**src/smsp_regs.svh**
```systemverilog
// Purpose: register indices, field positions, reset values and divider counts of the serial port
// Assumes: byte address of a register is four times its index
// Notes: definitions only
`ifndef SMSP_REGS_SVH
`define SMSP_REGS_SVH

// ----------------------------------------------------------------
// register indices (byte address = index * 4)
// ----------------------------------------------------------------
`define SMSP_IDX_AUX 8'ha2
`define SMSP_IDX_CTRL 8'hf3
`define SMSP_IDX_STAT 8'hf4
`define SMSP_IDX_DATA 8'hf5
`define SMSP_IDX_MASK 8'hf6

// ----------------------------------------------------------------
// reset values and write masks
// ----------------------------------------------------------------
`define SMSP_AUX_RST 8'h00
`define SMSP_CTRL_RST 8'h00
`define SMSP_STAT_RST 8'h00
`define SMSP_DATA_RST 8'h00
`define SMSP_MASK_RST 8'h00
`define SMSP_AUX_WMASK 8'hc9
`define SMSP_EVT_MASK 8'hf0

// ----------------------------------------------------------------
// field positions
// ----------------------------------------------------------------
`define SMSP_AUX_PINSEL 7
`define SMSP_CTRL_SELECT_OUTPUT_ENABLE 7
`define SMSP_CTRL_EN 6
`define SMSP_CTRL_LSBF 5
`define SMSP_CTRL_MASTER_SELECT 4
`define SMSP_CTRL_CPOL 3
`define SMSP_CTRL_CPHA 2
`define SMSP_CTRL_SPR_HI 1
`define SMSP_CTRL_SPR_LO 0
`define SMSP_STAT_DONE 7
`define SMSP_STAT_WCOL 6
`define SMSP_STAT_OVF 5
`define SMSP_STAT_MODE_FAULT_FLAG 4
`define SMSP_STAT_FAULT_DETECT_DISABLE 3

// ----------------------------------------------------------------
// master half-period reloads (half period minus one, system clocks)
// ----------------------------------------------------------------
`define SMSP_HALF_M1_DIV16 7'd7
`define SMSP_HALF_M1_DIV32 7'd15
`define SMSP_HALF_M1_DIV64 7'd31
`define SMSP_HALF_M1_DIV128 7'd63
`define SMSP_LAST_BIT 3'd7

// ----------------------------------------------------------------
// bus responses
// ----------------------------------------------------------------
`define SMSP_RESP_OKAY 2'b00
`define SMSP_RESP_SLVERR 2'b10

`endif

```
**src/smsp_pkg.sv**
```systemverilog
// Purpose: types shared by the serial port
// Assumes: nothing
// Notes: pin groups travel as one packed struct
package smsp_pkg;

  // ----------------------------------------------------------------
  // pin group and state types
  // ----------------------------------------------------------------
  typedef struct packed {
    logic ss;
    logic sclk;
    logic miso;
    logic mosi;
  } smsp_pins_t;

  typedef enum logic [0:0] {
    SMSP_ST_IDLE = 1'b0,
    SMSP_ST_SHIFT = 1'b1
  } smsp_state_t;

endpackage

```
**src/smsp_port.sv**
```systemverilog
// Purpose: serial peripheral port, master or slave, with an AXI4-Lite register slave
// Assumes: pins resolved outside from out/oe_n; link signals sampled on aclk
// Notes: Function
// Function
// - master or slave; master clock at most sys/16
// - one shifter plus a separate read buffer
// - no shifter load during a transfer; a selected slave still accepts a load until its first bit is sampled
// - finished byte moves into read buffer
// - mosi master to slave, miso back
// - shift clock driven as master, input as slave
// - eight clocks per byte, shift in step
// - select low for access; high deactivates slave
// - master: select pin general or fault input
// - transfer swaps the two shift registers
// - msb first, lsb first when bit set
// - pin group select bit routes four signals
// - auto select output only when enabled
// - enable bit 6 switches whole port
// - bit 4 chooses slave or master
// - select pin as multi-master fault input
// - flag mode fault at once on low select
// - done flag set; data writes blocked meanwhile
`include "smsp_regs.svh"
`timescale 1ns/10ps
`default_nettype none

module smsp_port
  import smsp_pkg::*;
#(
  parameter int ADDR_W = 12
) (
  input wire logic aclk,
  input wire logic aresetn,
  input wire logic [ADDR_W-1:0] s_axi_awaddr,
  input wire logic s_axi_awvalid,
  output logic s_axi_awready,
  input wire logic [31:0] s_axi_wdata,
  input wire logic [3:0] s_axi_wstrb,
  input wire logic s_axi_wvalid,
  output logic s_axi_wready,
  output logic [1:0] s_axi_bresp,
  output logic s_axi_bvalid,
  input wire logic s_axi_bready,
  input wire logic [ADDR_W-1:0] s_axi_araddr,
  input wire logic s_axi_arvalid,
  output logic s_axi_arready,
  output logic [31:0] s_axi_rdata,
  output logic [1:0] s_axi_rresp,
  output logic s_axi_rvalid,
  input wire logic s_axi_rready,
  input wire smsp_pins_t grp0_in,
  output smsp_pins_t grp0_out,
  output smsp_pins_t grp0_oe_n,
  input wire smsp_pins_t grp1_in,
  output smsp_pins_t grp1_out,
  output smsp_pins_t grp1_oe_n,
  output logic irq
);

  // ----------------------------------------------------------------
  // state
  // ----------------------------------------------------------------
  logic [7:0] aux_r;
  logic [7:0] ctrl_r;
  logic [7:0] stat_r;
  logic [7:0] mask_r;
  logic [7:0] rxbuf_r;
  logic [7:0] sh_r;
  logic outbit_r;
  logic last_r;
  logic sclk_r;
  logic [2:0] bitcnt_r;
  logic [6:0] divcnt_r;
  smsp_state_t state_r;
  smsp_pins_t s1_r, s2_r, s3_r, filt_r, filt_d_r;
  logic aw_hold_r, w_hold_r, awready_r, wready_r, bvalid_r;
  logic arready_r, rvalid_r;
  logic [1:0] bresp_r, rresp_r;
  logic [7:0] awidx_r, rdata_r;
  logic [7:0] wdata_r;
  logic wstrb_r;
  smsp_pins_t g0_out_r, g0_oe_n_r, g1_out_r, g1_oe_n_r;
  logic irq_r;

  // ----------------------------------------------------------------
  // control decode
  // ----------------------------------------------------------------
  wire en = ctrl_r[`SMSP_CTRL_EN];
  wire mst = ctrl_r[`SMSP_CTRL_MASTER_SELECT];
  wire lsbf = ctrl_r[`SMSP_CTRL_LSBF];
  wire cpol = ctrl_r[`SMSP_CTRL_CPOL];
  wire cpha = ctrl_r[`SMSP_CTRL_CPHA];
  wire select_output_enable = ctrl_r[`SMSP_CTRL_SELECT_OUTPUT_ENABLE];
  wire fault_detect_disable = stat_r[`SMSP_STAT_FAULT_DETECT_DISABLE];
  wire pinsel = aux_r[`SMSP_AUX_PINSEL];
  wire [1:0] spr = ctrl_r[`SMSP_CTRL_SPR_HI:`SMSP_CTRL_SPR_LO];
  wire [6:0] half_m1 = (spr == 2'h0) ? `SMSP_HALF_M1_DIV16 :
                       (spr == 2'h1) ? `SMSP_HALF_M1_DIV32 :
                       (spr == 2'h2) ? `SMSP_HALF_M1_DIV64 : `SMSP_HALF_M1_DIV128;
  wire ss_auto = en & mst & fault_detect_disable & select_output_enable;
  wire fault_chk = en & mst & ~fault_detect_disable;
  wire fault_evt = fault_chk & ~filt_r.ss;
  wire slv_sel = en & ~mst & ~filt_r.ss;
  wire shifting = (state_r == SMSP_ST_SHIFT);

  // ----------------------------------------------------------------
  // input synchronisers on the selected pin group
  // ----------------------------------------------------------------
  wire smsp_pins_t pin_in = pinsel ? grp1_in : grp0_in;
  wire smsp_pins_t filt_nxt = (s2_r & s3_r) | (filt_r & (s2_r | s3_r));

  always_ff @(posedge aclk) begin
    if (!aresetn) begin
      s1_r <= '1;
      s2_r <= '1;
      s3_r <= '1;
      filt_r <= '1;
      filt_d_r <= '1;
    end else begin
      s1_r <= pin_in;
      s2_r <= s1_r;
      s3_r <= s2_r;
      filt_r <= filt_nxt;
      filt_d_r <= filt_r;
    end
  end

  // ----------------------------------------------------------------
  // edge detection, master and slave
  // ----------------------------------------------------------------
  wire tick = shifting & mst & (divcnt_r == 7'h00);
  wire m_lead = tick & (sclk_r == cpol);
  wire m_trail = tick & (sclk_r != cpol);
  wire s_rise = filt_r.sclk & ~filt_d_r.sclk;
  wire s_fall = ~filt_r.sclk & filt_d_r.sclk;
  wire s_lead = slv_sel & shifting & (cpol ? s_fall : s_rise);
  wire s_trail = slv_sel & shifting & (cpol ? s_rise : s_fall);
  wire lead = mst ? m_lead : s_lead;
  wire trail = mst ? m_trail : s_trail;
  wire sample_e = cpha ? trail : lead;
  wire out_e = cpha ? lead : trail;
  wire in_bit = mst ? filt_r.miso : filt_r.mosi;
  wire front = lsbf ? sh_r[0] : sh_r[7];
  wire [7:0] sh_shift = lsbf ? {in_bit, sh_r[7:1]} : {sh_r[6:0], in_bit};
  wire last_sample = sample_e & (bitcnt_r == `SMSP_LAST_BIT);
  wire m_stop = m_trail & (last_r | last_sample);

  // ----------------------------------------------------------------
  // bus write decode
  // ----------------------------------------------------------------
  wire do_wr = aw_hold_r & w_hold_r & ~bvalid_r;
  wire wr_ok = do_wr & wstrb_r;
  wire wr_aux = wr_ok & (awidx_r == `SMSP_IDX_AUX);
  wire wr_ctrl = wr_ok & (awidx_r == `SMSP_IDX_CTRL);
  wire wr_stat = wr_ok & (awidx_r == `SMSP_IDX_STAT);
  wire wr_data = wr_ok & (awidx_r == `SMSP_IDX_DATA);
  wire wr_mask = wr_ok & (awidx_r == `SMSP_IDX_MASK);
  wire wr_map = (awidx_r == `SMSP_IDX_AUX) | (awidx_r == `SMSP_IDX_CTRL) | (awidx_r == `SMSP_IDX_STAT) |
                (awidx_r == `SMSP_IDX_DATA) | (awidx_r == `SMSP_IDX_MASK);
  wire busy = mst ? shifting : (slv_sel & (bitcnt_r != 3'h0));
  wire wcol_evt = wr_data & busy;
  wire load = wr_data & ~busy & ~stat_r[`SMSP_STAT_DONE] & en;
  wire start = load & mst;
  wire ovf_evt = last_sample & stat_r[`SMSP_STAT_DONE];
  wire [7:0] evt_set = {last_sample, wcol_evt, ovf_evt, fault_evt, 4'h0};
  wire [7:0] evt_clr = wr_stat ? (wdata_r & `SMSP_EVT_MASK) : 8'h00;

  // ----------------------------------------------------------------
  // shifter and transfer sequencing
  // ----------------------------------------------------------------
  always_ff @(posedge aclk) begin
    if (!aresetn) begin
      state_r <= SMSP_ST_IDLE;
      sh_r <= `SMSP_DATA_RST;
      rxbuf_r <= `SMSP_DATA_RST;
      outbit_r <= 1'b0;
      last_r <= 1'b0;
      bitcnt_r <= 3'h0;
      divcnt_r <= 7'h00;
      sclk_r <= 1'b0;
    end else if (!en || (!mst && !slv_sel)) begin
      state_r <= SMSP_ST_IDLE;
      bitcnt_r <= 3'h0;
      last_r <= 1'b0;
      sclk_r <= cpol;
      sh_r <= load ? wdata_r : sh_r;
      outbit_r <= load ? (lsbf ? wdata_r[0] : wdata_r[7]) : front;
    end else if (start) begin
      state_r <= SMSP_ST_SHIFT;
      sh_r <= wdata_r;
      outbit_r <= lsbf ? wdata_r[0] : wdata_r[7];
      divcnt_r <= half_m1;
      bitcnt_r <= 3'h0;
      last_r <= 1'b0;
    end else begin
      if (!mst && !shifting) begin
        state_r <= SMSP_ST_SHIFT;
      end
      if (load) begin
        sh_r <= wdata_r;
      end else if (sample_e) begin
        sh_r <= sh_shift;
      end
      if (sample_e) begin
        bitcnt_r <= bitcnt_r + 3'h1;
      end
      if (out_e) begin
        outbit_r <= front;
      end else if (!shifting) begin
        outbit_r <= front;
      end
      if (last_sample) begin
        rxbuf_r <= sh_shift;
      end
      if (tick) begin
        divcnt_r <= half_m1;
        sclk_r <= ~sclk_r;
      end else if (shifting && mst) begin
        divcnt_r <= divcnt_r - 7'h01;
      end
      if (m_stop) begin
        state_r <= SMSP_ST_IDLE;
        last_r <= 1'b0;
      end else if (last_sample) begin
        last_r <= 1'b1;
      end
    end
  end

  // ----------------------------------------------------------------
  // registers, events and interrupt
  // ----------------------------------------------------------------
  always_ff @(posedge aclk) begin
    if (!aresetn) begin
      aux_r <= `SMSP_AUX_RST;
      ctrl_r <= `SMSP_CTRL_RST;
      stat_r <= `SMSP_STAT_RST;
      mask_r <= `SMSP_MASK_RST;
      irq_r <= 1'b0;
    end else begin
      if (wr_aux) begin
        aux_r <= wdata_r & `SMSP_AUX_WMASK;
      end
      if (wr_ctrl) begin
        ctrl_r <= wdata_r;
      end
      if (wr_mask) begin
        mask_r <= wdata_r & `SMSP_EVT_MASK;
      end
      // set wins over a write-one clear
      stat_r[7:4] <= ((stat_r[7:4] & ~evt_clr[7:4]) | evt_set[7:4]);
      if (wr_stat) begin
        stat_r[`SMSP_STAT_FAULT_DETECT_DISABLE] <= wdata_r[`SMSP_STAT_FAULT_DETECT_DISABLE];
      end
      irq_r <= |(stat_r & mask_r & `SMSP_EVT_MASK);
    end
  end

  // ----------------------------------------------------------------
  // pin drive
  // ----------------------------------------------------------------
  wire drv_m = en & mst;
  wire drv_miso = slv_sel;
  wire smsp_pins_t pin_out = '{ss: ~shifting, sclk: sclk_r, miso: outbit_r, mosi: outbit_r};
  wire smsp_pins_t pin_oe_n = '{ss: ~ss_auto, sclk: ~drv_m, miso: ~drv_miso, mosi: ~drv_m};

  always_ff @(posedge aclk) begin
    if (!aresetn) begin
      g0_out_r <= '0;
      g1_out_r <= '0;
      g0_oe_n_r <= '1;
      g1_oe_n_r <= '1;
    end else begin
      g0_out_r <= pinsel ? '0 : pin_out;
      g0_oe_n_r <= pinsel ? '1 : pin_oe_n;
      g1_out_r <= pinsel ? pin_out : '0;
      g1_oe_n_r <= pinsel ? pin_oe_n : '1;
    end
  end

  // ----------------------------------------------------------------
  // AXI4-Lite slave
  // ----------------------------------------------------------------
  wire aw_fire = s_axi_awvalid & awready_r;
  wire w_fire = s_axi_wvalid & wready_r;
  wire ar_fire = s_axi_arvalid & arready_r;
  wire aw_hold_n = (aw_hold_r | aw_fire) & ~do_wr;
  wire w_hold_n = (w_hold_r | w_fire) & ~do_wr;
  wire bvalid_n = (bvalid_r & ~s_axi_bready) | do_wr;
  wire rvalid_n = (rvalid_r & ~s_axi_rready) | ar_fire;
  wire [7:0] aridx = s_axi_araddr[9:2];
  wire rd_map = (aridx == `SMSP_IDX_AUX) | (aridx == `SMSP_IDX_CTRL) | (aridx == `SMSP_IDX_STAT) |
                (aridx == `SMSP_IDX_DATA) | (aridx == `SMSP_IDX_MASK);
  wire [7:0] rd_val = (aridx == `SMSP_IDX_AUX) ? aux_r :
                      (aridx == `SMSP_IDX_CTRL) ? ctrl_r :
                      (aridx == `SMSP_IDX_STAT) ? stat_r :
                      (aridx == `SMSP_IDX_DATA) ? rxbuf_r :
                      (aridx == `SMSP_IDX_MASK) ? mask_r : 8'h00;

  always_ff @(posedge aclk) begin
    if (!aresetn) begin
      aw_hold_r <= 1'b0;
      w_hold_r <= 1'b0;
      awready_r <= 1'b0;
      wready_r <= 1'b0;
      bvalid_r <= 1'b0;
      bresp_r <= `SMSP_RESP_OKAY;
      awidx_r <= 8'h00;
      wdata_r <= 8'h00;
      wstrb_r <= 1'b0;
      arready_r <= 1'b0;
      rvalid_r <= 1'b0;
      rresp_r <= `SMSP_RESP_OKAY;
      rdata_r <= 8'h00;
    end else begin
      aw_hold_r <= aw_hold_n;
      w_hold_r <= w_hold_n;
      bvalid_r <= bvalid_n;
      rvalid_r <= rvalid_n;
      awready_r <= ~aw_hold_n & ~bvalid_n;
      wready_r <= ~w_hold_n & ~bvalid_n;
      arready_r <= ~rvalid_n;
      if (aw_fire) begin
        awidx_r <= s_axi_awaddr[9:2];
      end
      if (w_fire) begin
        wdata_r <= s_axi_wdata[7:0];
        wstrb_r <= s_axi_wstrb[0];
      end
      if (do_wr) begin
        bresp_r <= wr_map ? `SMSP_RESP_OKAY : `SMSP_RESP_SLVERR;
      end
      if (ar_fire) begin
        rdata_r <= rd_val;
        rresp_r <= rd_map ? `SMSP_RESP_OKAY : `SMSP_RESP_SLVERR;
      end
    end
  end

  assign s_axi_awready = awready_r;
  assign s_axi_wready = wready_r;
  assign s_axi_bvalid = bvalid_r;
  assign s_axi_bresp = bresp_r;
  assign s_axi_arready = arready_r;
  assign s_axi_rvalid = rvalid_r;
  assign s_axi_rresp = rresp_r;
  assign s_axi_rdata = {24'h000000, rdata_r};
  assign grp0_out = g0_out_r;
  assign grp0_oe_n = g0_oe_n_r;
  assign grp1_out = g1_out_r;
  assign grp1_oe_n = g1_oe_n_r;
  assign irq = irq_r;

  // ----------------------------------------------------------------
  // checks
  // ----------------------------------------------------------------
  done_flag_set_a: assert property (@(posedge aclk) disable iff (!aresetn)
    last_sample |=> stat_r[`SMSP_STAT_DONE]) else $error("done flag not set after byte");

  busy_write_ref_a: assert property (@(posedge aclk) disable iff (!aresetn)
    (wr_data && busy) |=> (stat_r[`SMSP_STAT_WCOL] && sh_r == ($past(sample_e) ? $past(sh_shift) : $past(sh_r))))
    else $error("write during transfer not refused");

  rx_buffer_load_a: assert property (@(posedge aclk) disable iff (!aresetn)
    last_sample |=> (rxbuf_r == $past(sh_shift))) else $error("read buffer not loaded");

  logic [11:0] wait_cyc_r;
  always_ff @(posedge aclk) begin
    if (!aresetn || last_sample) begin
      wait_cyc_r <= 12'h000;
    end else if (start || wait_cyc_r != 12'h000) begin
      wait_cyc_r <= wait_cyc_r + 12'h001;
    end
  end
  eight_bits_a: assert property (@(posedge aclk) disable iff (!aresetn)
    wait_cyc_r <= 12'd2100) else $error("byte did not finish");

  master_clk_drive_a: assert property (@(posedge aclk) disable iff (!aresetn)
    (en && mst && !pinsel) [*2] |-> (!g0_oe_n_r.sclk && !g0_oe_n_r.mosi)) else $error("master clock not driven");

  auto_select_a: assert property (@(posedge aclk) disable iff (!aresetn)
    (ss_auto && shifting && !pinsel) |=> (!g0_out_r.ss || !shifting)) else $error("select not low in transfer");

  fault_flag_a: assert property (@(posedge aclk) disable iff (!aresetn)
    fault_evt |=> stat_r[`SMSP_STAT_MODE_FAULT_FLAG]) else $error("mode fault not flagged");

  slave_idle_a: assert property (@(posedge aclk) disable iff (!aresetn)
    (en && !mst && filt_r.ss) |=> (bitcnt_r == 3'h0 && !shifting)) else $error("deselected slave still active");

  irq_level_a: assert property (@(posedge aclk) disable iff (!aresetn)
    ##1 (irq_r == |($past(stat_r) & $past(mask_r) & `SMSP_EVT_MASK))) else $error("interrupt level wrong");

  disabled_port_a: assert property (@(posedge aclk) disable iff (!aresetn)
    !en |=> (!shifting && g0_oe_n_r == '1 && g1_oe_n_r == '1)) else $error("disabled port active");

endmodule // smsp_port

`default_nettype wire

```
**config.mk**
```make
export PLATFORM = sky130hd
export DESIGN_NAME = smsp_port
export DESIGN_NICKNAME = d
export VERILOG_FILES = /design/src/smsp_pkg.sv /design/src/smsp_port.sv
export VERILOG_INCLUDE_DIRS = /design/src
export SDC_FILE = /design/constraint.sdc
export NUM_CORES = 1
export LEC_CHECK = 0
export ABC_CLOCK_PERIOD_IN_PS = 2520
export BUFFER_PORTS_ARGS = -buffer_cell sky130_fd_sc_hd__buf_2
export CAP_MARGIN = 20
export CORE_UTILIZATION = 53
export CTS_CLUSTER_DIAMETER = 50
export DETAILED_ROUTE_END_ITERATION = 8
export HOLD_SLACK_MARGIN = 0.12
export PLACE_DENSITY_LB_ADDON = 0.25
export SLEW_MARGIN = 20
export SYNTH_ARGS = -nofsm -noshare
export SYNTH_HDL_FRONTEND = slang
export SYNTH_SLANG_ARGS = --single-unit
```
**constraint.sdc**
```tcl
create_clock -name aclk -period 2.52 [get_ports aclk]
set_clock_uncertainty 0.05 [all_clocks]
set_input_delay 0.126 -clock aclk [delete_from_list [all_inputs] [get_ports aclk]]
set_output_delay 0.126 -clock aclk [all_outputs]
set_load 0.005 [all_outputs]
```
==> results of run 1 <==
-- power groups by stage --
stage | clock, mW | sequential (mW) | combinational (mW)
floorplan | 0 | 1.92 | 0.144
global placement | 0 | 1.93 | 0.179
detailed placement | 0 | 1.93 | 0.184
CTS | 2.46 | 1.89 | 0.265
global route | 2.56 | 1.90 | 0.310
finish | 2.43 | 1.90 | 0.283
-- repair_timing --
item	4_1_cts	5_1_grt
resized for setup	0	1
endpoints found under the hold margin	47	0
setup endpoints to repair	0	1
hold buffers	77	0
-- flip-flops by register name, summed over array words and instances (netlist names), 3 cells and up --
signal     flops
s3_r           4
filt_r         4
grp1_out       3
grp0_out       3
grp0_oe_n      3
s1_r           4
rxbuf_r        8
sh_r           8
wdata_r        8
divcnt_r       7
ctrl_r         8
grp1_oe_n      3
awidx_r        8
mask_r         4
s2_r           4
bitcnt_r       3
stat_r         5
rdata_r        8
aux_r          4
-- placed cells by master (no fill, tap or decap), types with 3 or more instances in the layout --
cell | Yosys | layout
a211oi_1 | 5 | 5
a21oi_1 | 38 | 38
a221oi_1 | 4 | 4
a22oi_1 | 3 | 3
and2_1 | 8 | 8
and3_1 | 8 | 8
buf_2 | 7 | 71
buf_4 | 31 | 12
bufinv_16 | 0 | 3
clkbuf_16 | 0 | 16
clkinv_4 | 0 | 5
clkinvlp_4 | 0 | 3
conb_1 | 1 | 26
dfxtp_1 | 115 | 115
dlygate4sd3_1 | 0 | 77
ha_1 | 5 | 5
inv_1 | 16 | 16
mux2_2 | 6 | 6
mux2i_1 | 37 | 37
nand2_1 | 86 | 86
nand2b_1 | 15 | 15
nand3_1 | 22 | 22
nand3b_1 | 3 | 3
nand4_1 | 5 | 5
nor2_1 | 47 | 47
nor2b_1 | 3 | 3
nor3_1 | 15 | 15
nor4b_1 | 3 | 3
o2111ai_1 | 8 | 8
o21ai_0 | 22 | 22
o311ai_0 | 4 | 4
o311ai_1 | 4 | 4
o31ai_1 | 3 | 3
or3_1 | 3 | 3
or4_1 | 3 | 3
xnor2_1 | 5 | 5
-- cells by family (layout without fill, tap and decap cells) --
logic type               after synthesis  in the layout  share of synthesized area
XOR/XNOR                               8              8                    0.01475
AO/OA/AOI/OAI                        108            108                     0.1327
buffers and inverters                 79            208                    0.08040
multiplexers                          44             44                    0.08754
flip-flops                           115            115                     0.4377
other                                  1             26                  0.0007129
AND/OR/NAND/NOR                      240            240                     0.2343
adder cells (fa/ha/maj)                5              5                    0.01189
-- layout make-up --
type,instances,area share
Inverter,16,0.008601
Clock inverter,14,0.02562
Sequential cell,115,0.3297
Clock buffer,18,0.06128
Tap cell,129,0.02311
Multi-Input combinational cell,431,0.3775
Timing Repair Buffer,160,0.1742
-- worst register-to-register path: stages (launching register included) --
cell	delay, ns
dfxtp_1	0.81
mux2i_1	0.25
dlygate4sd3_1	0.57
nand2_1	0.05
dlygate4sd3_1	0.56
-- stage by stage --
step                      std cells  setup slack, ns  total power [mW]  area, um^2
after floorplan                 625           0.6044             2.066        5354
after global placement          774           0.2654             2.109        5598
after detailed placement        774           0.2502             2.115        5598
after CTS                       883           0.1205             4.615        6975
after global routing            883          0.02575             4.766        6983
final                           883           0.1022             4.614        6983
-- final timing paths --
path                    from        endpoint
max          s_axi_araddr[2]  s_axi_rresp[1]
min          s_axi_araddr[3]      rdata_r[2]
max reg2reg         aux_r[7]         s1_r[3]
min reg2reg          s1_r[2]         s2_r[2]
-- routing by layer --
metal / up-vias / GRT usage / part of all wire
met5: - / 0 / 0
met4: 0 / 0.1037 / 0.017
met3: 27 / 0.06970 / 0.054
met2: 208 / 0.5275 / 0.51
met1: 2314 / 0.3462 / 0.42
li1: 2340 / - / -
==> results.json, run 1 <==
{
  "status": "finished clean",
  "fillers": 664,
  "synth_most_common_cell": "dfxtp_1",
  "synth_area_leaders": "dfxtp_1, mux2i_1, nand2_1",
  "ir_worst_vdd_mv": 0.5600,
  "antenna_cells": 0,
  "critical-path-slowest-cell": "dlygate4sd3_1",
  "track_usage": 0.2959,
  "cpPeakStageDelay_ns": 0.64,
  "criticalPathCategory": "in2reg",
  "syn_avg_cell_area_um2": 8.767,
  "synth_cells": 600,
  "die-width_um": 101.6,
  "ys_ff_latch": 115,
  "routed_wl_mm": 14.58,
  "final_nets": 821,
  "reg2reg_slack_ns": 0.11,
  "internal_power_mw": 3.544,
  "multi_input_area_um2": 2636,
  "hold_viol": 0,
  "fmax_mhz": 413.6,
  "syn2layout_area_growth_pct": 32.75,
  "drc": 0,
  "dieArea_um2": 10330,
  "worst_pin_slew_ns": 0.7665,
  "seq_power_share": 0.411,
  "rows": 35,
  "post-cts-setup-buffers": 0,
  "antenna_found_initial": 0,
  "arrival_ns": 2.75,
  "required_ns": 2.85,
  "comb_power_share": 0.061,
  "slew_headroom": 0.4852,
  "switchingPower_mw": 1.070,
  "path_max_fanout": 10,
  "startpoint_type": "primary input",
  "ys_seq_area_frac": 0.4377,
  "wl_per_cell_um": 16.52,
  "layout-drive-gt1-share": 0.1777,
  "numCtsBuffers": 17,
  "p_leak_nw": 2.809,
  "period_needed_ns": 2.418,
  "path_buf_inv": 4,
  "path_clk_slew_ns": 0.06,
  "worstSkewPairLatency_ns": 0.52,
  "yosys-top-cells-count": "dfxtp_1, nand2_1, nor2_1, a21oi_1, mux2i_1",
  "place.gp.congestion": 0.8806,
  "yosysTopAreaCell": "dfxtp_1",
  "min_path_type": "in2reg",
  "chipHeight_um": 101.6,
  "synth-main-ff-cell": "dfxtp_1",
  "place.port_buffers": 71,
  "cts_max_path_buffers": 2,
  "min_path_cells": 4,
  "regArea_um2": 2302,
  "setup_tns_ns": 0,
  "cts.sinks": 115,
  "io_pins": 133,
  "grt_pass1_vias": 4808,
  "rsz0062_at_grt": "false",
  "htree_levels": 4,
  "cap_viol_max_count": 0,
  "synth-edff-count": 0,
  "ant_nets": 0,
  "finalMaxSlewViolations": 0,
  "cts_tree": "built",
  "crit_cells": 8,
  "coreArea_um2": 9415,
  "ys_types": 62,
  "dp_hpwl_mm": 8.536,
  "setup_viol": 0,
  "r2r_cells": 4,
  "vias_per_cell": 5.537,
  "clockRootBuffer": "clkbuf_8",
  "crit_family": "buffers and inverters",
  "drt-pass1-iter-count": 5,
  "grt_overflow_total": 0,
  "ys_warn_count": 0,
  "endpoint_kind": "register",
  "utilization": 0.7417,
  "synth_top_area_frac": 0.4377,
  "async_flop_share": 0,
  "p_clk_frac": 0.528,
  "drt_iter0_drc": 270,
  "synth_area_um2": 5260,
  "crit_chain": "dlygate4sd3_1 > buf_2 > nor3_1 > dlygate4sd3_1 > nand3_1 > o311ai_0 > dlygate4sd3_1 > a21oi_1",
  "fin_crit_sh": 0.9594,
  "start_util": 0.5587,
  "fin_hold_ws_ns": 0.2383,
  "p_sw_frac": 0.2319,
  "power_density_nw_per_um2": 660.8,
  "num_vias": 4889,
  "grt_max_degree": 50,
  "cpMostUsedCell": "dlygate4sd3_1",
  "grt_pass1_wl_mm": 23.17
}
Power figures use the tool's default switching activity.
==> inputs of run 2 (changes only) <==
Settings changed: BUFFER_PORTS_ARGS -buffer_cell sky130_fd_sc_hd__buf_2 to -buffer_cell sky130_fd_sc_hd__buf_4.
==> results.json, run 2 (synthesis results as in run 1) <==
{
  "power_density_nw_per_um2": 675.4,
  "cpPeakStageDelay_ns": 0.61,
  "fin_crit_sh": 0.9006,
  "finalMaxSlewViolations": 0,
  "htree_levels": 4,
  "ir_worst_vdd_mv": 0.5217,
  "fmax_mhz": 440.6,
  "drt-pass1-iter-count": 5,
  "layout-drive-gt1-share": 0.1773,
  "final_common_cell": "dfxtp_1",
  "syn2layout_area_growth_pct": 36.04,
  "path_buf_inv": 4,
  "cap_viol_max_count": 0,
  "io_pins": 133,
  "dp_hpwl_mm": 8.727,
  "coreArea_um2": 9415,
  "rows": 35,
  "period_needed_ns": 2.269,
  "grt_max_degree": 42,
  "rsz0062_at_grt": "false",
  "mostFrequentLayoutCells": "dfxtp_1, nand2_1, buf_4, dlygate4sd3_1, nor2_1",
  "drc": 0,
  "setup_viol": 0,
  "wl_met2_mm": 7.520,
  "post-cts-setup-buffers": 0,
  "reg2reg_from": "s_axi_wready",
  "dieArea_um2": 10330,
  "path_max_fanout": 10,
  "wl_per_cell_um": 16.65,
  "cts.sinks": 115,
  "required_ns": 2.93,
  "num_vias": 4865,
  "cts_max_path_buffers": 2,
  "final_nets": 817,
  "dp.cells": 774,
  "worstSkewPairLatency_ns": 0.52,
  "cp-startpoint": "s_axi_araddr[2]",
  "critical-path-slowest-cell": "dlygate4sd3_1",
  "min_path_type": "in2reg",
  "status": "finished clean",
  "clockRootBuffer": "clkbuf_8",
  "final_cells": 879,
  "crit_chain": "dlygate4sd3_1 > buf_4 > nor3_1 > dlygate4sd3_1 > nand3_1 > nor2_1 > a21oi_1 > dlygate4sd3_1 > a21oi_1",
  "drt_iter0_drc": 281,
  "track_usage": 0.2983,
  "routed_wl_mm": 14.64,
  "ant_nets": 0,
  "endpoint_kind": "register",
  "worst_pin_slew_ns": 0.7766,
  "grt_pass1_vias": 4915,
  "grt_overflow_total": 0,
  "crit_family": "buffers and inverters",
  "grt_pass1_wl_mm": 23.47,
  "place.port_buffers": 71,
  "startpoint_type": "primary input",
  "numCtsBuffers": 17,
  "start_util": 0.5587,
  "min_from": "s_axi_araddr[4]",
  "vias_per_cell": 5.535,
  "cts_tree": "built",
  "arrival_ns": 2.68,
  "dr_wl_met3_um": 817,
  "die-width_um": 101.6,
  "antenna_cells": 0,
  "criticalPathCategory": "in2reg",
  "chipHeight_um": 101.6,
  "path_clk_slew_ns": 0.06,
  "place.gp.congestion": 0.8643,
  "setup_tns_ns": 0,
  "highest_layer": "met4",
  "cpMostUsedCell": "dlygate4sd3_1",
  "slew_headroom": 0.4817,
  "p_leak_nw": 2.880,
  "hold_viol": 0,
  "met1_length_mm": 6.073,
  "antenna_found_initial": 0
}
## run 2: repair_timing
| action | CTS | global route |
|---|---|---|
| setup endpoints to repair | 0 | 1 |
| hold buffers | 73 | 0 |
| endpoints found under the hold margin | 52 | 0 |
| gates resized for setup | 0 | 1 |
## run 2: final timing paths
kind | to | slack (ns) | cells past startpoint
setup / recovery | rdata_r[6] | 0.25 | 9
hold / removal | rdata_r[0] | 0.19 | 5
setup reg to reg | wdata_r[1] | 0.29 | 5
hold reg to reg | s2_r[2] | 0.36 | 1
## run 2: cell type report
cell class	count	area, um^2
fill	641	2260
sequential	115	2303
clock buffer	20	445.4
inverter	16	60.06
clock inverter	12	202.7
tap	129	161.4
timing repair buffer	156	1354
multi-input combinational	431	2629
## run 2: worst min-delay path: cells and delay by family
family,cells,cell delay (ns)
AND/OR/NAND/NOR,4,0.49
buffers and inverters,1,0.10
## run 2: report_power, final
part	leakage, nW	switching, mW	internal, mW	total (mW)
Clock	0.315	0.873	1.76	2.64
Combinational	1.63	0.138	0.165	0.302
Sequential	0.934	0.0366	1.86	1.90
Total	2.88	1.05	3.79	4.83
## run 2: through the flow
stage	power [mW]	util	hold slack (ns)	area [um^2]	worst slack (ns)
finish	4.833	0.7600	0.1896	7156	0.2505
global route	4.968	0.7600	0.2354	7156	0.1442
CTS	4.830	0.7599	0.1432	7154	0.1084
detailed placement	2.140	0.6134	0.2980	5776	0.3831
global placement	2.134	0.6134	0.2939	5776	0.4288
floorplan	2.066	-	0.2011	5354	0.6044
## run 2: layer usage
metal	global-route usage	vias to the layer above
met5	0	-
met4	0.1081	0
met3	0.06694	21
met2	0.5437	177
met1	0.3395	2333
li1	-	2334
==> inputs of run 3 (changes only) <==
Settings changed: RECOVER_POWER set to 25.
==> results.json, run 3 (synthesis results as in run 1) <==
{
  "htree_levels": 4,
  "required_ns": 2.92,
  "slew_headroom": 0.4810,
  "setup_viol": 0,
  "track_usage": 0.2983,
  "use_met3": 0.06694,
  "worst_pin_slew_ns": 0.7777,
  "mostFrequentLayoutCells": "dfxtp_1, nand2_1, dlygate4sd3_1, buf_4, nor2_1",
  "power_density_nw_per_um2": 675.8,
  "clockRootBuffer": "clkbuf_8",
  "io_pins": 133,
  "min_path_type": "in2reg",
  "ir_worst_vdd_mv": 0.5231,
  "drc": 0,
  "criticalPathCategory": "in2reg",
  "place.gp.congestion": 0.8643,
  "min_path_cells": 5,
  "syn2layout_area_growth_pct": 35.97,
  "status": "finished clean",
  "endpoint_kind": "register",
  "vias_per_cell": 5.548,
  "startpoint_type": "primary input",
  "fin_crit_sh": 0.9032,
  "drt-pass1-iter-count": 9,
  "final_nets": 817,
  "period_needed_ns": 2.276,
  "grt_max_degree": 42,
  "path_max_fanout": 10,
  "grt_use_met1": 0.3395,
  "finalMaxSlewViolations": 0,
  "setup_slack_ns": 0.2438,
  "pre_cts_ws_ns": 0.3831,
  "post-cts-setup-buffers": 0,
  "setup_tns_ns": 0,
  "grt_pass1_vias": 4915,
  "arrival_ns": 2.68,
  "antenna_found_initial": 0,
  "coreArea_um2": 9415,
  "grt_pass1_wl_mm": 23.47,
  "layout-drive-gt1-share": 0.1760,
  "numCtsBuffers": 17,
  "num_vias": 4877,
  "final_common_cell": "dfxtp_1",
  "ant_nets": 0,
  "wl_per_cell_um": 16.59,
  "cts.sinks": 115,
  "start_util": 0.5587,
  "place.port_buffers": 71,
  "cts_tree": "built",
  "worstSkewPairLatency_ns": 0.52,
  "antenna_cells": 0,
  "rows": 35,
  "path_clk_slew_ns": 0.06,
  "reg2reg_slack_ns": 0.29,
  "grt_busiest_layer": "met2",
  "dp_hpwl_mm": 8.727,
  "grt_use_met2": 0.5437,
  "routed_wl_mm": 14.58,
  "fillers": 641,
  "r2r_cells": 5,
  "rsz0062_at_grt": "false",
  "p_leak_nw": 2.870,
  "power_mw": 4.833,
  "chipHeight_um": 101.6,
  "cap_viol_max_count": 0,
  "grt_overflow_total": 0,
  "drt_iter0_drc": 322,
  "cts_max_path_buffers": 2,
  "die-width_um": 101.6,
  "dieArea_um2": 10330,
  "utilization": 0.7596,
  "hold_viol": 0,
  "fmax_mhz": 439.3
}
==> run 3: final timing paths <==
| path | from | end |
|---|---|---|
| hold / removal | s_axi_araddr[4] | rdata_r[0] |
| setup reg to reg | s_axi_awready | awidx_r[4] |
| setup / recovery | s_axi_araddr[2] | rdata_r[6] |
| hold reg to reg | s1_r[2] | s2_r[2] |
==> run 3: layout make-up <==
| type | count | area [um^2] | share of cell area |
|---|---|---|---|
| clock inverter | 12 | 202.7 | 0.02834 |
| multi-input combinational | 431 | 2629 | 0.3676 |
| inverter | 16 | 60.06 | 0.008397 |
| tap | 129 | 161.4 | 0.02257 |
| timing repair buffer | 156 | 1350 | 0.1888 |
| clock buffer | 20 | 445.4 | 0.06228 |
| sequential | 115 | 2303 | 0.3221 |
==> run 3: metal layers <==
metal	vias to the layer above	routed length (um)
li1	2336	-
met5	-	0
met2	192	7552
met4	0	240
met3	22	757
met1	2327	6030
==> run 3: worst max-delay path, cell delays in order <==
cell and delay (ns):
dlygate4sd3_1 0.54, buf_4 0.17, nor3_1 0.16, dlygate4sd3_1 0.61, nand3_1 0.18, nor2_1 0.14
a21oi_1 0.05, dlygate4sd3_1 0.56, a21oi_1 0.14
==> run 3: repair_timing <==
action,CTS,global route
gates resized for setup,0,1
hold endpoints to repair,52,0
setup endpoints to repair,0,1
hold buffers,73,0
==> run 3: report_power, final <==
group,internal [mW],switching (mW)
clock network,1.76,0.875
logic,0.164,0.137
registers,1.86,0.0364
==> run 3: stage by stage <==
step	hold WS (ns)	instance area, um^2	instances
final	0.1909	7152	879
after global routing	0.2354	7152	879
after CTS	0.1432	7154	879
after detailed placement	0.2980	5776	774
after global placement	0.2939	5776	774
after floorplan	0.2011	5354	625
